**config.mk**
```make
export PLATFORM = sky130hd
export DESIGN_NAME = pdds_top
export DESIGN_NICKNAME = d
export VERILOG_FILES = /design/src/design/pdds_top.v
export VERILOG_INCLUDE_DIRS = /design/src /design/src/design
export SDC_FILE = /design/constraint.sdc
export NUM_CORES = 1
export LEC_CHECK = 0
export BUFFER_PORTS_ARGS = -buffer_cell sky130_fd_sc_hd__buf_2
export CAP_MARGIN = 0
export CORE_UTILIZATION = 62
export CTS_BUF_LIST = sky130_fd_sc_hd__clkbuf_8
export DETAILED_ROUTE_END_ITERATION = 6
export PLACE_DENSITY = 0.87
export SLEW_MARGIN = 10
export SYNTH_ARGS = -nofsm -noshare
export SYNTH_HDL_FRONTEND = slang
export SYNTH_SLANG_ARGS = --single-unit
```
**constraint.sdc**
```tcl
create_clock -name clk -period 4.6 [get_ports clk]
set_clock_uncertainty 0.05 [all_clocks]
set_input_delay 0.23 -clock clk [delete_from_list [all_inputs] [get_ports clk]]
set_output_delay 0.23 -clock clk [all_outputs]
set_load 0.01 [all_outputs]
```
**src/design/pdds_map.vh**
```
`ifndef PDDS_MAP_VH
`define PDDS_MAP_VH
`define PDDS_ADDR_PD_CS      5'h15
`define PDDS_ADDR_CTRL_TWO   5'h16
`define PDDS_CTRL_TWO_RESET  16'h0308
`define PDDS_PD_CS_RESET     16'h0000
`define PDDS_BIT_PD_EN       3
`define PDDS_BIT_PULSE_EN    2
`define PDDS_BIT_IN_PD       1
`define PDDS_BIT_RSV0        0
`define PDDS_BIT_HD_CRS      15
`define PDDS_BIT_FALLBACK    11
`define PDDS_CS_WMASK        16'h000d
`define PDDS_QUIET_SECONDS   3
`define PDDS_PULSE_MS        1000
`define PDDS_CLK_HZ          40000000
`define PDDS_BURST_CYCLES    16
`define PDDS_STRAP_SETTLE    2'h2
`endif

```
**src/design/pdds_top.v**
```verilog
`timescale 1ns/1ps
`include "pdds_map.vh"
module pdds_top #(
  parameter QUIET_CYCLES = `PDDS_QUIET_SECONDS * `PDDS_CLK_HZ,       // quiet time before sleep
  parameter PULSE_CYCLES = (`PDDS_PULSE_MS / 1000) * `PDDS_CLK_HZ,   // wake interval
  parameter BURST_CYCLES = `PDDS_BURST_CYCLES                         // burst length
) (
  input  wire        clk,                // 40 MHz clock
  input  wire        nrst,               // sync reset, active low
  input  wire        mgmt_wr,            // register write strobe
  input  wire        mgmt_rd,            // register read strobe
  input  wire [4:0]  mgmt_addr,          // register address
  input  wire [15:0] mgmt_wdata,         // write data
  output reg  [15:0] mgmt_rdata,         // read data, registered
  input  wire        strap_pulse_pin,    // strap for pulse enable
  input  wire        strap_config_one,   // strap config one
  input  wire        strap_config_zero,  // strap config zero
  input  wire        strap_pd_en_pin,    // strap for power-down enable
  input  wire        energy_pin,         // line energy detected
  input  wire        mac_tx_en,          // mac transmit active
  input  wire        half_duplex,        // link is half duplex
  input  wire        an_enable,          // autonegotiation enabled
  input  wire        adv_fast,           // 100BASE-TX advertised
  input  wire        gig_fail,           // 1000BASE-T bring-up failed
  output reg         sleep_pulse_out,    // pulse burst to line driver
  output reg         in_pd_out,          // in power-down indication
  output reg         crs_out,            // carrier sense to mac
  output reg         fallback_to_fast,   // request 100BASE-TX link
  output reg  [15:0] ctrl_two_out        // second control register value
);
  localparam ST_AWAKE = 2'h0;
  localparam ST_SLEEP = 2'h1;
  localparam ST_BURST = 2'h2;
  localparam SYNC_W   = 5;

  reg  [1:0]        strap_cnt_reg;
  reg               strap_done_reg;
  reg  [1:0]        state_reg;
  reg  [31:0]       cnt_reg;
  reg  [15:0]       ctrl_two_reg;
  reg               pd_en_reg;
  reg               pulse_en_reg;
  reg               rsv0_reg;
  wire [SYNC_W-1:0] pin_vec;
  wire [SYNC_W-1:0] sync_b;
  wire              energy;
  wire              in_pd;
  wire              strap_ready;
  wire              wr_ctrl_two;
  wire              wr_pd_cs;
  wire [15:0]       cs_read;

  // one address compare shared by write and read decode
  function addr_hit;
    input [4:0] addr;
    input [4:0] target;
    begin
      addr_hit = (addr == target);
    end
  endfunction

  assign pin_vec     = {strap_pd_en_pin, strap_pulse_pin, strap_config_one, strap_config_zero, energy_pin};
  assign energy      = sync_b[0];
  assign in_pd       = (state_reg != ST_AWAKE);
  assign strap_ready = (strap_cnt_reg == `PDDS_STRAP_SETTLE);
  assign wr_ctrl_two = mgmt_wr && addr_hit(mgmt_addr, `PDDS_ADDR_CTRL_TWO);
  assign wr_pd_cs    = mgmt_wr && addr_hit(mgmt_addr, `PDDS_ADDR_PD_CS);
  assign cs_read     = {12'h000, pd_en_reg, pulse_en_reg, in_pd, rsv0_reg};

  // pins are asynchronous to clk; two stages each
  genvar gi;
  generate
    for (gi = 0; gi < SYNC_W; gi = gi + 1) begin : g_sync
      reg stage_a_reg;
      reg stage_b_reg;
      always @(posedge clk) begin
        if (!nrst) begin
          stage_a_reg <= 1'b0;
          stage_b_reg <= 1'b0;
        end else begin
          stage_a_reg <= pin_vec[gi];
          stage_b_reg <= stage_a_reg;
        end
      end
      assign sync_b[gi] = stage_b_reg;
    end
  endgenerate

  // synchroniser still shows reset zeros for two edges; wait before taking straps
  always @(posedge clk) begin
    if (!nrst)
      strap_cnt_reg <= 2'h0;
    else if (!strap_ready)
      strap_cnt_reg <= strap_cnt_reg + 2'h1;
  end

  // writes before strap capture are dropped so defaults are never half-applied
  always @(posedge clk) begin
    if (!nrst) begin
      strap_done_reg <= 1'b0;
      ctrl_two_reg   <= `PDDS_CTRL_TWO_RESET;
      pd_en_reg      <= 1'b0;
      pulse_en_reg   <= 1'b0;
      rsv0_reg       <= 1'b0;
    end else if (!strap_done_reg) begin
      if (strap_ready) begin
        strap_done_reg <= 1'b1;
        pulse_en_reg   <= sync_b[3];
        pd_en_reg      <= sync_b[4];
        ctrl_two_reg[`PDDS_BIT_FALLBACK] <= sync_b[2] & sync_b[1];
      end
    end else begin
      if (wr_ctrl_two)
        ctrl_two_reg <= mgmt_wdata;
      if (wr_pd_cs) begin
        pd_en_reg    <= mgmt_wdata[`PDDS_BIT_PD_EN];
        pulse_en_reg <= mgmt_wdata[`PDDS_BIT_PULSE_EN];
        rsv0_reg     <= mgmt_wdata[`PDDS_BIT_RSV0];
      end
    end
  end

  always @(posedge clk) begin
    if (!nrst)
      mgmt_rdata <= 16'h0000;
    else if (mgmt_rd) begin
      if (addr_hit(mgmt_addr, `PDDS_ADDR_CTRL_TWO))
        mgmt_rdata <= ctrl_two_reg;
      else if (addr_hit(mgmt_addr, `PDDS_ADDR_PD_CS))
        mgmt_rdata <= cs_read;
      else
        mgmt_rdata <= 16'h0000;
    end
  end

  // power-down sequencer; counter reused for quiet, interval and burst
  always @(posedge clk) begin
    if (!nrst) begin
      state_reg <= ST_AWAKE;
      cnt_reg   <= 32'h0000_0000;
    end else begin
      case (state_reg)
        ST_AWAKE: begin
          if (energy || !pd_en_reg)
            cnt_reg <= 32'h0000_0000;
          else if (cnt_reg >= QUIET_CYCLES - 1) begin
            state_reg <= ST_SLEEP;
            cnt_reg   <= 32'h0000_0000;
          end else
            cnt_reg <= cnt_reg + 32'h0000_0001;
        end
        ST_SLEEP: begin
          if (energy) begin
            state_reg <= ST_AWAKE;
            cnt_reg   <= 32'h0000_0000;
          end else if (!pulse_en_reg) begin
            // held at zero so a late enable waits a full interval
            cnt_reg   <= 32'h0000_0000;
          end else if (cnt_reg >= PULSE_CYCLES - 1) begin
            state_reg <= ST_BURST;
            cnt_reg   <= 32'h0000_0000;
          end else
            cnt_reg <= cnt_reg + 32'h0000_0001;
        end
        ST_BURST: begin
          if (energy) begin
            state_reg <= ST_AWAKE;
            cnt_reg   <= 32'h0000_0000;
          end else if (cnt_reg >= BURST_CYCLES - 1) begin
            state_reg <= ST_SLEEP;
            cnt_reg   <= 32'h0000_0000;
          end else
            cnt_reg <= cnt_reg + 32'h0000_0001;
        end
        default: begin
          state_reg <= ST_AWAKE;
          cnt_reg   <= 32'h0000_0000;
        end
      endcase
    end
  end

  // burst gated by live enable so a clear stops pulses at once
  always @(posedge clk) begin
    if (!nrst)
      sleep_pulse_out <= 1'b0;
    else
      sleep_pulse_out <= (state_reg == ST_BURST) && pulse_en_reg;
  end

  always @(posedge clk) begin
    if (!nrst)
      in_pd_out <= 1'b0;
    else
      in_pd_out <= in_pd;
  end

  always @(posedge clk) begin
    if (!nrst)
      crs_out <= 1'b0;
    else
      crs_out <= ctrl_two_reg[`PDDS_BIT_HD_CRS] && half_duplex && mac_tx_en;
  end

  always @(posedge clk) begin
    if (!nrst)
      fallback_to_fast <= 1'b0;
    else
      fallback_to_fast <= ctrl_two_reg[`PDDS_BIT_FALLBACK] && an_enable && adv_fast && gig_fail;
  end

  always @(posedge clk) begin
    if (!nrst)
      ctrl_two_out <= `PDDS_CTRL_TWO_RESET;
    else
      ctrl_two_out <= ctrl_two_reg;
  end
endmodule // pdds_top

```
==> metrics.txt, run 1 <==
status completed; Tmin final 2.830 ns; final net count 533; Worst setup SP type flip-flop; most frequent cells in the layout 102 x dfxtp_1, 70 x buf_2, 53 x nand2_1; post-synth top area cell dfxtp_1; Setup Fix Bufs, Post-CTS 0; largest net degree at the start of global routing 38; CP required 4.77 ns; Yosys Warn Count 0; Netlist cell types 48; # DRC 0; FF-to-FF path depth 7; worst-path fanout max 27; max-slew violations 0; Critical Path AT 3.00 ns; synthesized area 4068 um^2; number of global-route vias before repair 2974; H-tree depth 3; hold depth 2; fin crit share 61.52%; initial core utilization 64.06%; top-area cell type share of the netlist area 50.20%; Initial DRC Count 183; worst min-delay path endpoint g_sync[4].stage_a_reg$_SDFF_PN0_; initial antenna violation count 0; RR Endpoint cnt_reg[7]$_SDFF_PN0_; hold-fix buffers at CTS 0; worst-case clock buffer depth 2; Placer Congestion 0.8434; Synth Instances 431; CORE AREA 6350 um^2; critical path type flip-flop to flip-flop; Antenna diodes 0; f_max 353.4 MHz; slew of the pin with the lowest slew margin 1.106 ns; max_cap viols 0; Synth area leaders dfxtp_1 50%, nor2_4 5.0%, nand2_1 4.9%; pwr dens 374.1 nW/um^2; FF+latch count, synth 102; Leak Pwr 1.805 nW; max FFs per register 32; worst-skew pair later-pin latency 0.37 ns; Die Height 83 um; worst reg-to-reg setup slack 1.77 ns; fraction of layout cells with a size suffix above 1 23.15%; RSZ-0062 raised after global routing false; post-DP HPWL 5526 um; Layout fillers 460; first-pass GRT wire length 14080 um; IO Port Bufs 70; maximum vdd ir drop 230.0 uV; vias per cell 5.618; asr flop ratio synth 0%; final setup violating endpoints 0; TritonRoute pass-1 iters 5; crit end category flip-flop; CTS Buf Count 9; CP Launch Point cnt_reg[0]$_SDFF_PN0_; CTS sink count 102; drt total wl 8250 um; Hold Path Origin strap_pd_en_pin; DRT antenna net count 0; CTS tree yes; via count 3247; Post-synth EDFFs 0; Root Buffer clkbuf_8; Seq/Total Area, Yosys 50.20%; gr usage total 25.01%; total die area 6889 um^2; Mean Syn Cell Area 9.438 um^2; Final Hold Viols 0; worst slack, placed 1.774 ns; setup_tns 0 ns; GR Overflow Total 0; Worst-path clk slew 0.10 ns; r2r startpoint cnt_reg[0]$_SDFF_PN0_; Synth-to-Final Area Change 13.90%; Post-CTS Resized 0; post-DR wirelength/cell 14.27 um; Rows 29; Max transition margin 26.27%; Final WS setup 1.770 ns; most common cell after layout, fill and taps aside dfxtp_1; worst hold path type input pin to flip-flop; die span in x 83 um; ys flop type dfxtp_1; Top Ports 71
-- critical path: stages (launching register included) --
cell and delay, ns:
dfxtp_1 0.41, ha_1 0.23, nand3_2 0.16, o311a_1 0.32, a2111o_1 0.40, nand3_1 0.09, a221o_2 0.89, nor2_1 0.11
-- worst max path at each step --
stage	cells after the start	slack, ns	to
floorplan	9	2.47	cnt_reg[16]$_SDFF_PN0_
global placement	7	1.87	cnt_reg[4]$_SDFF_PN0_
detailed placement	7	1.77	cnt_reg[7]$_SDFF_PN0_
CTS	7	1.78	cnt_reg[7]$_SDFF_PN0_
global route	7	1.58	cnt_reg[4]$_SDFF_PN0_
finish	7	1.77	cnt_reg[7]$_SDFF_PN0_
-- synthesized netlist by cell type, types with 3 or more instances --
cell type  count
a22oi_1        3
nor3_1         7
buf_1          3
nor2_4        18
nand2_1       53
mux2i_1        3
o211a_1        3
nand4_1        7
and2_1        26
xnor2_1       10
o21ai_0        3
dfxtp_1      102
a211oi_1       5
clkbuf_1      10
buf_2          4
a21oi_1       30
nand2b_1      16
nand3_1       29
nor4_1         4
nor2_1        29
xor2_1        16
inv_1          6
and3_1         6
-- cells by family after synthesis --
family | count (synthesis) | share of synthesized area, %
adders and majority gates | 2 | 0.6151
xor gates and xnor gates | 26 | 5.598
AOI/OAI and AO/OA | 55 | 8.705
and+or+nand+nor | 214 | 30.18
other | 1 | 0.09219
muxes | 3 | 0.7383
DFF | 102 | 50.20
buffers and inverters | 28 | 3.876
-- through the flow --
step                instance area [um^2]  hold slack, ns  cells  util (%)  power (mW)
detailed placement                  4407          0.3748    562     69.40       1.115
global route                        4633         0.01444    578     72.97       1.797
finish                              4633         0.01475    578     72.97       1.733
floorplan                           4083          0.3042    435         -       1.073
global placement                    4407          0.3658    562     69.40       1.108
CTS                                 4633         0.01120    578     72.97       1.736
-- routing by layer --
| layer | wire length [um] | global-route usage (%) | share of wire, % | up-vias |
|---|---|---|---|---|
| li1 | - | - | - | 1585 |
| met1 | 3677 | 33.42 | 45 | 1537 |
| met4 | 131 | 9.404 | 1.6 | 0 |
| met3 | 474 | 4.573 | 5.7 | 12 |
| met2 | 3966 | 40.46 | 48 | 113 |
| met5 | 0 | 0 | 0 | - |
-- power breakdown --
part,internal (mW),switching [mW],leakage (nW),total [mW]
registers,0.916,0.0374,0.828,0.953
logic,0.0686,0.0792,0.861,0.148
clock network,0.314,0.318,0.116,0.632
-- area by class of cell --
class	instances	area, um^2	share of cell area [%]
clock buffer	9	123.9	2.674
clock inverter	7	102.6	2.214
inverter	7	26.28	0.5671
multi-input combinational	305	1884	40.67
sequential	102	2042	44.07
tap	77	96.34	2.079
timing repair buffer	71	357.8	7.723
(Power assumes the default switching activity.)
==> inputs of run 2 (changes only) <==
- CORE_UTILIZATION: 62 -> 52
- PLACE_DENSITY: 0.87 -> 0.78
- clock period: 4.6 -> 2.3 ns (I/O delays scaled with it)
==> run 2 against run 1 <==
  * Critical path depth is 1 higher
  * First-iteration DRC count rose by 6.6%
  * Combinational power rose by 120%
  * Largest power group unchanged
  * Wire length increased by 3.3%
  * Via count is essentially flat
  * Non-clock buffer count grew 32
  * Final cell count grew 9.3%
  * Total power grew 96%
  * Sequential power rose by 99%
==> metrics.txt, run 2 (same netlist as run 1, synthesis figures left out) <==
pwr dens 682.7 nW/um^2 (+82%); Max transition margin 54.93% (+29 points); Root Buffer clkbuf_8; worst-path fanout max 13 (-52%); Leak Pwr 1.949 nW (+8.0%); largest net degree at the start of global routing 37 (-2.6%); Sw Ratio 25.71% (+0.64 points); Tmin final 2.117 ns (-0.7130 ns); Top Ports 71 (unchanged); hold depth 4 (+2); FF-to-FF path depth 8 (+1); max-slew violations 0 (unchanged); worst-skew pair later-pin latency 0.37 ns (about the same); vias per cell 5.139 (-8.5%); status completed; CP bufs+invs 1 (+1); CTS tree yes; worst hold path type input pin to flip-flop; CP max stage delay 0.40 ns (-0.49 ns); CTS sink count 102 (unchanged); Flop pwr share 55.9% (+0.9 points); Worst setup SP type flip-flop; NetSw 0.8733 mW (+100%); final net count 565 (+6.0%); Initial DRC Count 195 (+6.6%); post-DR wirelength/cell 13.48 um (-5.5%); maximum vdd ir drop 297.4 uV (+29%); fraction of layout cells with a size suffix above 1 23.08% (-0.077 points); critical path type flip-flop to flip-flop; Hold Path Origin mgmt_wr; TritonRoute pass-1 iters 5 (unchanged); most common cell after layout, fill and taps aside dfxtp_1; worst min-delay path endpoint rsv0_reg$_SDFFE_PN0P_; first-pass GRT wire length 14490 um (+2.9%); gr usage total 22.05% (-3.0 points); CP Cell Sequence ha_1 > nand3_2 > o311a_1 > a2111o_1 > nand3_1 > a221o_2 > buf_12 > nor2_1; final setup violating endpoints 0 (unchanged); via count 3248 (+0.031%); Internal 2.523 mW (+94%); slew of the pin with the lowest slew margin 0.6741 ns (-0.4318 ns); drt total wl 8521 um (+3.3%); post-DP HPWL 5664 um (+2.5%); Synth-to-Final Area Change 22.30%; RSZ-0062 raised after global routing false; max_cap viols 0 (unchanged); total die area 8180 um^2 (+19%); Die Height 90.45 um (+9.0%); worst reg-to-reg setup slack 0.18 ns (-1.59 ns); Layout fillers 569 (+24%); number of global-route vias before repair 3095 (+4.1%); clock share of power 34.6% (-1.9 points); most frequent cells in the layout 102 x dfxtp_1, 70 x buf_2, 53 x nand2_1; CP required 2.52 ns (-2.25 ns); H-tree depth 3 (unchanged); GR Overflow Total 0 (unchanged); CP delay by family, top compound AO/OA/AOI/OAI gates; Critical Path AT 2.33 ns (-0.67 ns); CORE AREA 7408 um^2 (+17%); CTS Buf Count 9 (unchanged); initial antenna violation count 0 (unchanged); r2r startpoint cnt_reg[0]$_SDFF_PN0_; combinational share of power 9.5% (+1.0 points); Placer Congestion 0.8400 (-0.40%); setup_tns 0 ns (unchanged); CP Launch Point cnt_reg[0]$_SDFF_PN0_; fin crit share 92.05% (+31 points); f_max 472.4 MHz (+34%); Critical-path top delay cell a2111o_1; Antenna diodes 0 (unchanged); max FFs per register 32 (unchanged); RR Endpoint cnt_reg[7]$_SDFF_PN0_; # DRC 0 (unchanged); Setup Fix Bufs, Post-CTS 0 (unchanged); crit end category flip-flop; worst-case clock buffer depth 2 (unchanged); Worst-path clk slew 0.09 ns (about the same); IO Port Bufs 70 (unchanged); final core occ 67.15% (-5.8 points); die span in x 90.45 um (+9.0%); Rows 31 (+6.9%); Final Hold Viols 0 (unchanged); initial core utilization 54.91% (-9.2 points); DRT antenna net count 0 (unchanged)
==> run 2: changes by cell type in the layout (fill, tap and decap cells not counted), sizes merged <==
cell / delta
buf: +7
bufinv: -1
clkinvlp: +1
dlygate4sd3: +25
==> run 2: worst max-delay path by stage <==
| stage | to | cells after the start |
|---|---|---|
| after floorplan | cnt_reg[9]$_SDFF_PN0_ | 9 |
| after global placement | cnt_reg[7]$_SDFF_PN0_ | 8 |
| after detailed placement | state_reg[0]$_SDFFE_PN0P_ | 7 |
| after CTS | state_reg[0]$_SDFFE_PN0P_ | 7 |
| after global routing | cnt_reg[7]$_SDFF_PN0_ | 8 |
| final | cnt_reg[7]$_SDFF_PN0_ | 8 |
==> run 2: cell type report <==
cell class                 count  area [um^2]  share of cell area, %
sequential                   102         2042                  41.05
multi-input combinational    305         1884                  37.88
timing repair buffer         103        685.7                  13.78
clock buffer                   9        123.9                  2.490
tap                           99        123.9                  2.490
clock inverter                 7        88.84                  1.786
inverter                       7        26.28                 0.5282
==> run 2: repair_timing <==
item,in CTS,in global routing
gates resized for setup,0,1
hold buffers,25,0
hold endpoints to repair,24,0
setup endpoints to repair,0,1
==> run 2: through the flow <==
| stage | power [mW] | setup WS, ns | hold slack [ns] | cell area (um^2) | std cells |
|---|---|---|---|---|---|
| CTS | 3.423 | 0.1583 | 0.1457 | 4975 | 632 |
| detailed placement | 2.230 | 0.1844 | 0.2739 | 4512 | 591 |
| floorplan | 2.146 | 0.1726 | 0.1892 | 4083 | 435 |
| finish | 3.396 | 0.1829 | 0.1590 | 4975 | 632 |
| global placement | 2.219 | 0.2169 | 0.2742 | 4512 | 591 |
| global route | 3.544 | 0.003995 | 0.1772 | 4975 | 632 |
==> run 2: per-layer routing <==
| layer | share of wire (%) | GRT usage [%] | up-vias |
|---|---|---|---|
| li1 | - | - | 1651 |
| met1 | 48 | 29.78 | 1482 |
| met2 | 46 | 34.67 | 105 |
| met3 | 5.4 | 3.788 | 10 |
| met4 | 1.4 | 9.677 | 0 |
| met5 | 0 | 0 | - |
==> run 2: tightest hold or removal path: cells and delay by family <==
family	cells	cell delay, ns
AND/OR/NAND/NOR	2	0.22
multiplexers	1	0.09
buffers and inverters	1	0.12
==> run 2: power by group through the flow <==
stage	logic (mW)	clock network [mW]	registers (mW)
final	0.321	1.18	1.90
after global routing	0.361	1.27	1.91
after CTS	0.321	1.20	1.90
after detailed placement	0.289	0	1.94
after global placement	0.282	0	1.94
after floorplan	0.242	0	1.90
